<file path="src/hw/xcvr_defs.svh">
// Register offsets, field positions, reset values and sizes of the transceiver
`ifndef XCVR_DEFS_SVH
`define XCVR_DEFS_SVH

// Sizes
`define XCVR_LANES        2
`define XCVR_LANE_W       8
`define XCVR_BUS_W        16
`define XCVR_LOG_W        18
`define XCVR_LOG_DEPTH    8

// Register byte offsets
`define XCVR_CTRL_OFS     12'h000
`define XCVR_STORE_OFS    12'h004
`define XCVR_STATUS_OFS   12'h008
`define XCVR_AREG_OFS     12'h00C
`define XCVR_BREG_OFS     12'h010
`define XCVR_LOG_OFS      12'h014
`define XCVR_DROPS_OFS    12'h018

// Control register fields
`define XCVR_CTRL_OVR_BIT 0
`define XCVR_CTRL_LANE0   4
`define XCVR_CTRL_LANE_W  4
`define XCVR_CTRL_RESET   32'h0000_0000

// Store register fields
`define XCVR_STORE_A_LSB  0
`define XCVR_STORE_B_LSB  2

// Status register fields
`define XCVR_STAT_MODE0   0
`define XCVR_STAT_LOGV    8
`define XCVR_STAT_LOGR    9
`define XCVR_STAT_OVF     10

// Log read word fields
`define XCVR_LOG_VALID    31

`endif

</file>
<file path="src/hw/xcvr_pkg.sv">
// Types shared by the transceiver files
package xcvr_pkg;
   // Lane direction as seen on the status register
   typedef enum logic [1:0] {
      MODE_ISOLATE = 2'b00,
      MODE_A_TO_B  = 2'b01,
      MODE_B_TO_A  = 2'b10,
      MODE_BOTH    = 2'b11
   } lane_mode_t;

   typedef logic [7:0]  lane_byte_t;
   typedef logic [31:0] apb_word_t;
endpackage

</file>
<file path="src/hw/log_mem.sv">
// Small storage array with registered read data
`timescale 1ns/1ps
module log_mem
#(
   parameter int WIDTH = 18,
   parameter int DEPTH = 8,
   parameter int AW    = 3
)
(
   // Clock
   input  wire logic             pclk,
   // Write side
   input  wire logic             wr_en,
   input  wire logic [AW-1:0]    wr_addr,
   input  wire logic [WIDTH-1:0] wr_data,
   // Read side
   input  wire logic [AW-1:0]    rd_addr,
   output logic      [WIDTH-1:0] rd_data
);

   logic [WIDTH-1:0] mem_reg [DEPTH];

   // Write port, no reset on the array
   always_ff @(posedge pclk)
   begin
      if (wr_en)
         mem_reg[wr_addr] <= wr_data;
   end

   // Read data comes out of a flop, old contents on collision
   always_ff @(posedge pclk)
   begin
      rd_data <= mem_reg[rd_addr];
   end

endmodule

</file>
<file path="src/hw/log_fifo.sv">
// Capture log FIFO with valid/ready on both sides
`timescale 1ns/1ps
module log_fifo
#(
   parameter int WIDTH = 18,
   parameter int DEPTH = 8
)
(
   // Clock and reset
   input  wire logic             pclk,
   input  wire logic             presetn,
   // Fill side
   input  wire logic             in_valid,
   output logic                  in_ready,
   input  wire logic [WIDTH-1:0] in_data,
   // Drain side
   output logic                  out_valid,
   input  wire logic             out_ready,
   output logic      [WIDTH-1:0] out_data
);

   localparam int AW = $clog2(DEPTH);
   localparam int CW = $clog2(DEPTH + 1);

   logic [AW-1:0] wptr_reg;
   logic [AW-1:0] rptr_reg;
   logic [AW-1:0] rptr_next;
   logic [CW-1:0] count_reg;
   logic [CW-1:0] count_next;
   logic          push;
   logic          pop;
   logic          head_fresh;

   assign push = in_valid && in_ready;
   assign pop  = out_valid && out_ready;
   assign rptr_next  = pop ? AW'(rptr_reg + 1'b1) : rptr_reg;
   assign count_next = CW'(count_reg + CW'(push) - CW'(pop));
   // Head written this edge is not yet readable through the read flop
   assign head_fresh = push && (count_reg == CW'(pop));

   // Pointers and fill level
   always_ff @(posedge pclk or negedge presetn)
   begin
      if (!presetn)
      begin
         wptr_reg  <= '0;
         rptr_reg  <= '0;
         count_reg <= '0;
      end
      else
      begin
         if (push)
            wptr_reg <= AW'(wptr_reg + 1'b1);
         rptr_reg  <= rptr_next;
         count_reg <= count_next;
      end
   end

   // Flags kept in flops so both ready and valid are clean
   always_ff @(posedge pclk or negedge presetn)
   begin
      if (!presetn)
      begin
         in_ready  <= 1'b1;
         out_valid <= 1'b0;
      end
      else
      begin
         in_ready  <= (count_next != CW'(DEPTH));
         out_valid <= (count_next != '0) && !head_fresh;
      end
   end

   // Storage
   log_mem #(.WIDTH(WIDTH), .DEPTH(DEPTH), .AW(AW)) u_mem
   (
      .pclk    (pclk),
      .wr_en   (push),
      .wr_addr (wptr_reg),
      .wr_data (in_data),
      .rd_addr (rptr_next),
      .rd_data (out_data)
   );

endmodule

</file>
<file path="src/hw/registered_bus_transceiver.sv">
// Two-lane registered bus transceiver with APB control and capture log
//
// Chosen here: the placing of the registers and the APB slave port.
`timescale 1ns/1ps
`include "xcvr_defs.svh"
module registered_bus_transceiver
(
   // Clock and reset
   input  wire logic                   pclk,
   input  wire logic                   presetn,
   // APB slave
   input  wire logic                   psel,
   input  wire logic                   penable,
   input  wire logic                   pwrite,
   input  wire logic [11:0]            paddr,
   input  wire xcvr_pkg::apb_word_t    pwdata,
   output xcvr_pkg::apb_word_t         prdata,
   output logic                        pready,
   output logic                        pslverr,
   // Per-lane control pins
   input  wire logic [1:0]             a_to_b_output_enable,
   input  wire logic [1:0]             b_to_a_output_enable_n,
   input  wire logic [1:0]             a_register_clock,
   input  wire logic [1:0]             b_register_clock,
   input  wire logic [1:0]             a_to_b_source_select,
   input  wire logic [1:0]             b_to_a_source_select,
   // Side A lines
   input  wire logic [15:0]            left_port_lines_in,
   output logic      [15:0]            left_port_lines_out,
   output logic      [15:0]            left_port_lines_oe_n,
   // Side B lines
   input  wire logic [15:0]            right_port_lines_in,
   output logic      [15:0]            right_port_lines_out,
   output logic      [15:0]            right_port_lines_oe_n,
   // Capture log back-pressure
   output logic                        log_ready
);
   import xcvr_pkg::*;

   // Lane mode seen from the effective enables
   function automatic lane_mode_t lane_mode(input logic oeab, input logic oeba_n);
      lane_mode_t m;
      m = MODE_ISOLATE;
      if (oeab && !oeba_n)
         m = MODE_BOTH;
      else if (oeab)
         m = MODE_A_TO_B;
      else if (!oeba_n)
         m = MODE_B_TO_A;
      return m;
   endfunction

   // Control state
   apb_word_t                        ctrl_reg;
   logic      [`XCVR_LANES-1:0]      a_clk_prev_reg;
   logic      [`XCVR_LANES-1:0]      b_clk_prev_reg;
   logic      [`XCVR_LANES-1:0]      sw_store_a_reg;
   logic      [`XCVR_LANES-1:0]      sw_store_b_reg;
   logic                             overflow_reg;
   logic      [15:0]                 drops_reg;

   // Storage, per lane
   lane_byte_t                       a_side_register [`XCVR_LANES];
   lane_byte_t                       b_side_register [`XCVR_LANES];

   // Effective controls and edges
   logic      [`XCVR_LANES-1:0]      eff_oeab;
   logic      [`XCVR_LANES-1:0]      eff_oeba_n;
   logic      [`XCVR_LANES-1:0]      eff_sab;
   logic      [`XCVR_LANES-1:0]      eff_sba;
   logic      [`XCVR_LANES-1:0]      a_load;
   logic      [`XCVR_LANES-1:0]      b_load;
   logic      [`XCVR_BUS_W-1:0]      a_next_word;

   // Log path
   logic                             log_in_valid;
   logic      [`XCVR_LOG_W-1:0]      log_in_data;
   logic                             log_out_valid;
   logic                             log_out_ready;
   logic      [`XCVR_LOG_W-1:0]      log_out_data;

   // Bus decode
   logic                             setup_ph;
   logic                             wr_done;
   logic                             hit_log_rd;

   assign setup_ph   = psel && !penable;
   assign wr_done    = psel && penable && pready && pwrite;
   assign hit_log_rd = setup_ph && !pwrite && (paddr == `XCVR_LOG_OFS);

   // Software override replaces the enable and select pins lane-wide
   genvar l;
   generate
      for (l = 0; l < `XCVR_LANES; l++)
      begin : g_lane
         localparam int LO = l * `XCVR_LANE_W;
         localparam int CB = `XCVR_CTRL_LANE0 + l * `XCVR_CTRL_LANE_W;
         logic ovr;
         assign ovr = ctrl_reg[`XCVR_CTRL_OVR_BIT];

         assign eff_oeab[l]   = ovr ? ctrl_reg[CB]     : a_to_b_output_enable[l];
         assign eff_oeba_n[l] = ovr ? ctrl_reg[CB + 1] : b_to_a_output_enable_n[l];
         assign eff_sab[l]    = ovr ? ctrl_reg[CB + 2] : a_to_b_source_select[l];
         assign eff_sba[l]    = ovr ? ctrl_reg[CB + 3] : b_to_a_source_select[l];

         assign a_load[l] = (a_register_clock[l] && !a_clk_prev_reg[l]) || sw_store_a_reg[l];
         assign b_load[l] = (b_register_clock[l] && !b_clk_prev_reg[l]) || sw_store_b_reg[l];

         assign a_next_word[LO +: `XCVR_LANE_W] = left_port_lines_in[LO +: `XCVR_LANE_W];

         always_ff @(posedge pclk)
         begin
            if (a_load[l])
               a_side_register[l] <= left_port_lines_in[LO +: `XCVR_LANE_W];
         end

         always_ff @(posedge pclk)
         begin
            if (b_load[l])
               b_side_register[l] <= right_port_lines_in[LO +: `XCVR_LANE_W];
         end

         always_ff @(posedge pclk or negedge presetn)
         begin
            if (!presetn)
            begin
               right_port_lines_oe_n[LO +: `XCVR_LANE_W] <= 8'hFF;
               right_port_lines_out[LO +: `XCVR_LANE_W]  <= 8'h00;
            end
            else
            begin
               right_port_lines_oe_n[LO +: `XCVR_LANE_W] <= {`XCVR_LANE_W{!eff_oeab[l]}};
               // Bypass so a store shows without an extra cycle
               if (!eff_sab[l] || a_load[l])
                  right_port_lines_out[LO +: `XCVR_LANE_W] <=
                     left_port_lines_in[LO +: `XCVR_LANE_W];
               else
                  right_port_lines_out[LO +: `XCVR_LANE_W] <= a_side_register[l];
            end
         end

         always_ff @(posedge pclk or negedge presetn)
         begin
            if (!presetn)
            begin
               left_port_lines_oe_n[LO +: `XCVR_LANE_W] <= 8'hFF;
               left_port_lines_out[LO +: `XCVR_LANE_W]  <= 8'h00;
            end
            else
            begin
               left_port_lines_oe_n[LO +: `XCVR_LANE_W] <= {`XCVR_LANE_W{eff_oeba_n[l]}};
               if (!eff_sba[l] || b_load[l])
                  left_port_lines_out[LO +: `XCVR_LANE_W] <=
                     right_port_lines_in[LO +: `XCVR_LANE_W];
               else
                  left_port_lines_out[LO +: `XCVR_LANE_W] <= b_side_register[l];
            end
         end
      end
   endgenerate

   // Previous clock pin levels for edge detection
   always_ff @(posedge pclk or negedge presetn)
   begin
      if (!presetn)
      begin
         a_clk_prev_reg <= 2'h3;
         b_clk_prev_reg <= 2'h3;
      end
      else
      begin
         a_clk_prev_reg <= a_register_clock;
         b_clk_prev_reg <= b_register_clock;
      end
   end

   // Control register; only write side effect is storage
   always_ff @(posedge pclk or negedge presetn)
   begin
      if (!presetn)
         ctrl_reg <= `XCVR_CTRL_RESET;
      else if (wr_done && paddr == `XCVR_CTRL_OFS)
         ctrl_reg <= pwdata;
   end

   // Software store strobes last one cycle
   always_ff @(posedge pclk or negedge presetn)
   begin
      if (!presetn)
      begin
         sw_store_a_reg <= 2'h0;
         sw_store_b_reg <= 2'h0;
      end
      else if (wr_done && paddr == `XCVR_STORE_OFS)
      begin
         sw_store_a_reg <= pwdata[`XCVR_STORE_A_LSB +: `XCVR_LANES];
         sw_store_b_reg <= pwdata[`XCVR_STORE_B_LSB +: `XCVR_LANES];
      end
      else
      begin
         sw_store_a_reg <= 2'h0;
         sw_store_b_reg <= 2'h0;
      end
   end

   // Every A store is logged with its lane mask while the log has room
   assign log_in_valid  = |a_load;
   assign log_in_data   = {a_load, a_next_word};
   assign log_out_ready = hit_log_rd;

   // Lost entries; a new loss wins over a software clear
   always_ff @(posedge pclk or negedge presetn)
   begin
      if (!presetn)
      begin
         overflow_reg <= 1'b0;
         drops_reg    <= 16'h0000;
      end
      else if (log_in_valid && !log_ready)
      begin
         overflow_reg <= 1'b1;
         if (drops_reg != 16'hFFFF)
            drops_reg <= drops_reg + 16'h0001;
      end
      else if (wr_done && paddr == `XCVR_STATUS_OFS && pwdata[`XCVR_STAT_OVF])
      begin
         overflow_reg <= 1'b0;
         drops_reg    <= 16'h0000;
      end
   end

   // Log FIFO; stores are never stalled, so a full log drops and counts
   log_fifo #(.WIDTH(`XCVR_LOG_W), .DEPTH(`XCVR_LOG_DEPTH)) u_log
   (
      .pclk      (pclk),
      .presetn   (presetn),
      .in_valid  (log_in_valid),
      .in_ready  (log_ready),
      .in_data   (log_in_data),
      .out_valid (log_out_valid),
      .out_ready (log_out_ready),
      .out_data  (log_out_data)
   );

   // Read data captured in setup phase, zero wait states
   always_ff @(posedge pclk or negedge presetn)
   begin
      if (!presetn)
      begin
         prdata  <= 32'h0000_0000;
         pready  <= 1'b0;
         pslverr <= 1'b0;
      end
      else if (setup_ph)
      begin
         pready  <= 1'b1;
         pslverr <= 1'b0;
         prdata  <= 32'h0000_0000;
         if (paddr == `XCVR_CTRL_OFS)
            prdata <= ctrl_reg;
         else if (paddr == `XCVR_STORE_OFS)
            prdata <= 32'h0000_0000;
         else if (paddr == `XCVR_STATUS_OFS)
         begin
            prdata[`XCVR_STAT_MODE0 +: 2]     <= lane_mode(eff_oeab[0], eff_oeba_n[0]);
            prdata[`XCVR_STAT_MODE0 + 2 +: 2] <= lane_mode(eff_oeab[1], eff_oeba_n[1]);
            prdata[4 +: `XCVR_LANES]          <= eff_sab;
            prdata[6 +: `XCVR_LANES]          <= eff_sba;
            prdata[`XCVR_STAT_LOGV]           <= log_out_valid;
            prdata[`XCVR_STAT_LOGR]           <= log_ready;
            prdata[`XCVR_STAT_OVF]            <= overflow_reg;
         end
         else if (paddr == `XCVR_AREG_OFS)
            prdata[15:0] <= {a_side_register[1], a_side_register[0]};
         else if (paddr == `XCVR_BREG_OFS)
            prdata[15:0] <= {b_side_register[1], b_side_register[0]};
         else if (paddr == `XCVR_LOG_OFS)
         begin
            // Empty log reads as zero, valid bit low
            prdata[`XCVR_LOG_VALID]         <= log_out_valid;
            prdata[`XCVR_LOG_W-1:0]         <= log_out_valid ? log_out_data : 18'h00000;
         end
         else if (paddr == `XCVR_DROPS_OFS)
            prdata[15:0] <= drops_reg;
         else
            pslverr <= 1'b1;
      end
      else
      begin
         pready  <= 1'b0;
         pslverr <= 1'b0;
      end
   end

endmodule

</file>
<file path="config.mk">
export PLATFORM = sky130hd
export DESIGN_NAME = registered_bus_transceiver
export DESIGN_NICKNAME = d
export VERILOG_FILES = /design/src/hw/xcvr_pkg.sv /design/src/hw/log_mem.sv /design/src/hw/log_fifo.sv /design/src/hw/registered_bus_transceiver.sv
export VERILOG_INCLUDE_DIRS = /design/src /design/src/hw
export SDC_FILE = /design/constraint.sdc
export NUM_CORES = 1
export LEC_CHECK = 0
export BUFFER_PORTS_ARGS = -buffer_cell sky130_fd_sc_hd__buf_4
export CORE_AREA = 4 4 169 171
export CTS_CLUSTER_SIZE = 40
export DETAILED_ROUTE_END_ITERATION = 10
export DIE_AREA = 0 0 173 175
export GPL_ROUTABILITY_DRIVEN = 0
export PLACE_DENSITY = 0.75
export SYNTH_ARGS = -nofsm -noshare
export SYNTH_HDL_FRONTEND = slang
export SYNTH_HIERARCHICAL = 1
export SYNTH_SLANG_ARGS = --single-unit
</file>
<file path="constraint.sdc">
create_clock -name pclk -period 3.25 [get_ports pclk]
set_input_delay 0.1625 -clock pclk [delete_from_list [all_inputs] [get_ports pclk]]
set_output_delay 0.1625 -clock pclk [all_outputs]
set_load 0.005 [all_outputs]
</file>
==> results of run 1 <==
==> metal layers <==
metal  vias up  routed length [microns]  part of all wire [%]  track usage, %
met5         -                        0                     0               0
li1       4060                        -                     -               -
met1      4578                    14400                    41            30.2
met3        57                     2490                   7.1            4.85
met4         0                      769                   2.2            6.25
met2       388                    17300                    49            38.5
==> kinds of logic after synthesis <==
family,share of synthesized area [%]
buffers and inverters,3.89
flip-flops,65.5
AO/OA/AOI/OAI,5.70
multiplexers,14.4
AND/OR/NAND/NOR,9.12
XOR/XNOR,0.565
adder cells (fa/ha/maj),0.772
==> repair_timing <==
item	4_1_cts	5_1_grt
resized for setup	0	0
hold buffers	73	0
hold endpoints to repair	306	0
==> how the worst max path moves through the flow <==
stage | end | slack (ps) | from | depth (start not counted)
after floorplan | u_log/u_mem/mem_reg[0][0] | 70 | a_clk_prev_reg[0] | 7
after global placement | u_log/u_mem/rd_data[15] | 330 | paddr[1] | 11
after detailed placement | u_log/u_mem/rd_data[1] | 270 | paddr[1] | 11
after CTS | u_log/in_ready | 280 | a_clk_prev_reg[1] | 12
after global routing | u_log/in_ready | 110 | a_clk_prev_reg[1] | 12
final | u_log/in_ready | 300 | a_clk_prev_reg[1] | 12
==> report_power, final <==
group          total [mW]  leakage (nW)  internal [mW]  switching (mW)
Sequential           5.05          3.56           4.86           0.189
Combinational        1.13          2.99          0.509           0.618
Clock                3.80         0.530           2.26            1.54
Total                9.98          7.08           7.63            2.35
==> per-stage QoR <==
step	hold slack, ps	utilization [%]	instances	power [mW]	setup slack [ps]
after floorplan	-133	-	933	5.64	68.4
after global placement	257	58.3	1425	6.13	330
after detailed placement	252	58.3	1425	6.17	273
after CTS	17.4	65.0	1558	10.1	282
after global routing	88.0	65.0	1558	10.4	110
final	42.8	65.0	1558	9.98	297
==> layout make-up <==
class / count / area, sq um
multi-input cells: 508 / 4310
inverters: 22 / 82.6
clock buffers: 44 / 930
flip-flops and latches: 333 / 9140
well taps: 341 / 427
clock inverters: 16 / 158
fillers: 1875 / 9390
repair buffers: 294 / 2440
==> worst register-to-register path: cells and delay by family (launching register included) <==
family                     cells  cell delay, ps
buffers and inverters          2             110
DFF                            1             520
AOI/OAI and AO/OA              1             240
adders and majority gates      2             650
and+or+nand+nor                7            1370
==> cell usage in the layout (no fill, tap or decap), drive strengths merged, types with 7 or more instances in the layout <==
cell / synthesis / routed
a21oi: 32 / 32
a22oi: 7 / 7
a31oi: 7 / 7
and2: 7 / 7
buf: 57 / 221
clkbuf: 13 / 44
clkinv: 0 / 11
dfrtp: 130 / 130
dfstp: 9 / 9
dfxtp: 18 / 18
dlygate4sd3: 0 / 73
edfxtp: 176 / 176
ha: 7 / 7
inv: 22 / 23
mux2: 86 / 86
mux2i: 10 / 10
mux4: 36 / 36
nand2: 60 / 60
nand3: 59 / 59
nand4: 11 / 11
nor2: 35 / 35
nor3: 24 / 24
nor4: 7 / 7
o2111ai: 7 / 7
o21ai: 24 / 24
or3: 9 / 9
xnor2: 7 / 7
==> flow_metrics.py, run 1 <==
metrics = {
    "drt": {
        "drtPass1Iterations": 5,
        "vias": 9083,
        "antenna_left": 0,
        "routed_via_density": 5.83,
        "drc_errors": 0,
        "detail_route.wl_per_cell_microns": 22.4,
        "drt-total-wl_mm": 34.9,
        "drt_iter0_markers": 630,
    },
    "worst_setup_path": {
        "rrSetupSlack_ps": 300,
        "worstPathArrival_ps": 3400,
        "path_cells": "nor2b_1 -> or2_1 -> or2_2 -> nand2_1 -> nand3_1 -> nand2_1 -> ha_1 -> inv_1 -> fa_1 -> inv_1 -> nor3_1 -> a21bo_1",
        "end_kind": "register",
        "r2r_start": "a_clk_prev_reg[1]",
        "worstPathRequired_ps": 3690,
        "critPathKind": "register to register",
        "critPathTopFamily": "simple AND/OR/NAND/NOR gates",
        "crit_fanout": 5,
        "r2r-end": "u_log/in_ready",
        "worstSetupStartpointType": "register",
        "crit_buf_inv": 2,
        "r2r_cells": 12,
        "cpPeakStageDelay_ps": 520,
        "cp_slowest_cell": "dfstp_2",
    },
    "synthesis": {
        "synth_area_leaders": "edfxtp_1 (38%), dfrtp_1 (23%), mux4_1 (6.8%)",
        "synth_top_cells_by_count": "edfxtp_1 (176), dfrtp_1 (130), nand2_1 (59)",
        "syn_nets": 1034,
        "ys_types": 67,
        "synth_top_area_share_pct": 37.9,
        "synth_top_cell_by_area": "edfxtp_1",
        "ys_seq_elements": 333,
        "ys_seq_area_share_pct": 65.5,
        "syn_area_per_cell_sq_um": 14.9,
        "postSynthCellCount": 933,
        "synth_area_sq_um": 13900,
        "synth_edf_count": 176,
        "synthArstFlopShare_pct": 41.7,
        "yosysMostFrequentCell": "edfxtp_1",
        "synth_warnings": 6,
        "synth_ff_type": "edfxtp_1",
    },
    "clocking": {
        "htreeDepth": 2,
        "clk_pin_slew_worst_paths_ps": 60,
        "postCtsSetupBuffers": 0,
        "clockBufferDepth": 3,
        "cts.sinks": 333,
        "clk_latency_ps": 510,
        "cts_tree": "built",
        "cts_made_buffers": 34,
        "root_buffer": "clkbuf_16",
    },
    "worst_hold_path": {
        "worstHoldEndpoint": "pslverr",
        "holdPathStages": 3,
        "hp-class": "input port to register",
        "worstHoldStart": "paddr[0]",
    },
    "die": {
        "ios": 192,
        "die_w_microns": 173,
        "die_h_microns": 175,
        "dieArea_sq_um": 30300,
        "row_count": 60,
        "core_area_sq_um": 26900,
        "initial_utilization_pct": 51.9,
    },
    "global_routing": {
        "antenna_found_initial": 0,
        "grt_max_degree": 84,
        "grt_pass1_wl_mm": 54.2,
        "grt.total_usage_pct": 22.7,
        "grt_pass1_vias": 9336,
        "globalRoute.totalOverflow": 0,
    },
    "placed_design": {
        "placed_area_sq_um": 15700,
        "hpwlAfterDp_mm": 23.1,
        "io_buffers": 191,
    },
    "final_layout": {
        "nNetsFinal": 1294,
        "syn2layout_area_growth_pct": 25.4,
        "layout-drive-gt1-share_pct": 27.8,
        "antennaDiodeCount": 0,
        "design_area_sq_um": 17500,
        "largest_reg_flops": 144,
    },
    "sta": {
        "rsz0062_at_grt": "no",
        "skew_ps": 18.8,
        "period_needed_ps": 2950,
        "slew_headroom_pct": 37.0,
        "final-hold-violation-count": 0,
        "clock.fmax_mhz": 339,
        "tns_ps": 0,
        "setup_viol": 0,
        "drv_slew": 0,
        "fin_crit_sh_pct": 90.8,
        "tightestPinTransition_ps": 942,
    },
    "run_status": {
        "status": "finished clean",
    },
    "power": {
        "vdd_drop_max_uv": 492,
        "p_per_area_nw_per_um2": 571,
        "p_leak_nw": 7.08,
    },
    "job": {
        "cap_violations": 0,
    },
}
Note: power is estimated with default switching activity, not from simulation.
==> run 2, diff against run 1 <==
--- a/config.mk
+++ b/config.mk
@@ -17,3 +17,4 @@
 export SYNTH_HDL_FRONTEND = slang
 export SYNTH_HIERARCHICAL = 1
 export SYNTH_SLANG_ARGS = --single-unit
+export TNS_END_PERCENT = 100
==> constraint.sdc (replaced) <==
create_clock -name pclk -period 2.5 [get_ports pclk]
set_input_delay 0.125 -clock pclk [delete_from_list [all_inputs] [get_ports pclk]]
set_output_delay 0.125 -clock pclk [all_outputs]
set_load 0.005 [all_outputs]
==> flow_metrics.py, run 2 (synthesis results as in run 1) <==
metrics = {
    "die": {
        "core_area_sq_um": 26900,
        "die_w_microns": 173,
        "initial_utilization_pct": 51.9,
        "row_count": 60,
        "ios": 192,
        "dieArea_sq_um": 30300,
        "die_h_microns": 175,
    },
    "final_layout": {
        "multi_input_area_sq_um": 4410,
        "layout-drive-gt1-share_pct": 31.3,
        "antennaDiodeCount": 0,
        "seqCellArea_sq_um": 9140,
        "nNetsFinal": 1333,
        "final_common_cell": "buf_4",
        "largest_reg_flops": 144,
        "n_fill_cell": 1822,
        "syn2layout_area_growth_pct": 28.7,
        "post-route-util_pct": 66.8,
        "layout_common_cells": "buf_4 (251), edfxtp_1 (176), dfrtp_1 (130)",
    },
    "power": {
        "power_frac_seq_pct": 49.6,
        "p_per_area_nw_per_um2": 740,
        "switching_power_mw": 3.18,
        "p_total_mw": 13.3,
        "p_leak_nw": 7.33,
        "power.share.clock_pct": 38.3,
        "combPwrFrac_pct": 12.2,
        "internal_power_mw": 10.1,
        "vdd_drop_max_uv": 674,
        "swShare_pct": 23.9,
    },
    "sta": {
        "final-hold-violation-count": 0,
        "tightestPinTransition_ps": 742,
        "setup_viol": 0,
        "timing.final.ws_setup_ps": 22.3,
        "skew_ps": 17.6,
        "rsz0062_at_grt": "yes",
        "fin_crit_sh_pct": 99.1,
        "slew_headroom_pct": 50.4,
        "clock.fmax_mhz": 404,
        "period_needed_ps": 2480,
        "drv_slew": 0,
        "hold_slack_ps": 96.4,
        "tns_ps": 0,
    },
    "worst_setup_path": {
        "end_kind": "register",
        "r2r_start": "a_clk_prev_reg[0]",
        "cpPeakStageDelay_ps": 520,
        "rrSetupSlack_ps": 20,
        "worstPathRequired_ps": 2940,
        "critPathKind": "register to register",
        "worstSetupStartpoint": "a_clk_prev_reg[0]",
        "cp_slowest_cell": "dfstp_2",
        "worstSetupStartpointType": "register",
        "worstPathArrival_ps": 2910,
        "r2r-end": "u_log/in_ready",
        "crit_fanout": 2,
        "critPathCapture": "u_log/in_ready",
        "r2r_cells": 12,
        "path_cells": "nor2b_2 -> or2_4 -> or2_4 -> nand2_4 -> nand3_4 -> nand2_4 -> ha_4 -> inv_2 -> fa_1 -> inv_2 -> nor3_2 -> a21bo_1",
    },
    "clocking": {
        "clk_pin_slew_worst_paths_ps": 60,
        "cts.sinks": 333,
        "cts_tree": "built",
        "cts_made_buffers": 34,
        "postCtsSetupBuffers": 0,
        "clk_latency_ps": 520,
        "htreeDepth": 2,
        "root_buffer": "clkbuf_16",
        "clockBufferDepth": 3,
    },
    "drt": {
        "drc_errors": 0,
        "drt_iter0_markers": 671,
        "drtPass1Iterations": 5,
        "antenna_left": 0,
        "vias": 9317,
        "routed_via_density": 5.83,
        "drt-total-wl_mm": 35.7,
        "detail_route.wl_per_cell_microns": 22.3,
    },
    "global_routing": {
        "grt_pass1_wl_mm": 55.3,
        "globalRoute.totalOverflow": 0,
        "antenna_found_initial": 0,
        "grt_pass1_vias": 9542,
        "grt.total_usage_pct": 23.3,
        "grt_max_degree": 72,
    },
    "placed_design": {
        "io_buffers": 191,
        "dp_slack_ps": -221,
        "hpwlAfterDp_mm": 24.3,
    },
    "worst_hold_path": {
        "hp-class": "input port to register",
    },
    "run_status": {
        "status": "finished clean",
    },
    "job": {
        "cap_violations": 0,
    },
}
==> run 2: cell count changes in the layout (fill, tap and decap cells not counted), sizes merged <==
cell	change
bufinv	+1
inv	+1
clkbuf	+2
buf	+39
clkinv	-2
clkinvlp	-1
==> run 2: power by group through the flow <==
stage,Clock (mW),Sequential [mW],Combinational (mW)
floorplan,0,6.58,0.772
global placement,0,6.65,1.40
detailed placement,0,6.66,1.46
CTS,5.17,6.57,1.58
global route,5.41,6.62,1.74
finish,5.08,6.58,1.62
==> run 2: worst max-delay path: cells and delay by family, from the launching register on <==
kind | cells | cell delay [ps]
adders and majority gates | 2 | 620
buffers and inverters | 2 | 80
DFF | 1 | 520
and+or+nand+nor | 7 | 970
AOI/OAI and AO/OA | 1 | 220
==> run 2: worst min path at each step <==
| stage | from | to | slack (ps) | cells past startpoint |
|---|---|---|---|---|
| 3_3_place_gp | presetn | prdata[22] | 180 | 1 |
| 6_report | b_to_a_source_select[0] | prdata[6] | 100 | 5 |
| 4_1_cts | b_to_a_source_select[0] | prdata[6] | 90 | 5 |
| 2_1_floorplan | presetn | ctrl_reg[0] | -170 | 0 |
| 5_1_grt | b_to_a_source_select[0] | prdata[6] | 110 | 5 |
| 3_5_place_dp | presetn | prdata[19] | 180 | 1 |
==> run 2: what timing repair did <==
item / CTS / global route
setup endpoints to repair: 1 / 2
pin swaps: 2 / 6
hold buffers: 73 / 0
resized for setup: 4 / 7
hold endpoints to repair: 301 / 0
gates cloned: 0 / 0
==> run 2: through the flow <==
stage               cells  area [sq um]
detailed placement   1464         16100
CTS                  1598         17900
finish               1598         18000
global route         1598         18000
global placement     1464         16100
floorplan             933         14000
==> run 2: area by class of cell <==
class	instances	share of cell area, %
Inverter	22	0.460
Sequential cell	333	50.9
Clock buffer	46	5.16
Tap cell	341	2.38
Clock inverter	15	1.06
Multi-Input combinational cell	508	24.5
Timing Repair Buffer	333	15.5
==> run 2: metal layers <==
metal | GRT usage (%) | part of all wire [%] | up-vias | wire length (microns)
met5 | 0 | 0 | - | 0
met4 | 6.85 | 2.7 | 0 | 976
met1 | 30.2 | 40 | 4679 | 14100
met2 | 40.1 | 50 | 424 | 17900
li1 | - | - | 4144 | -
met3 | 4.57 | 7.4 | 70 | 2650
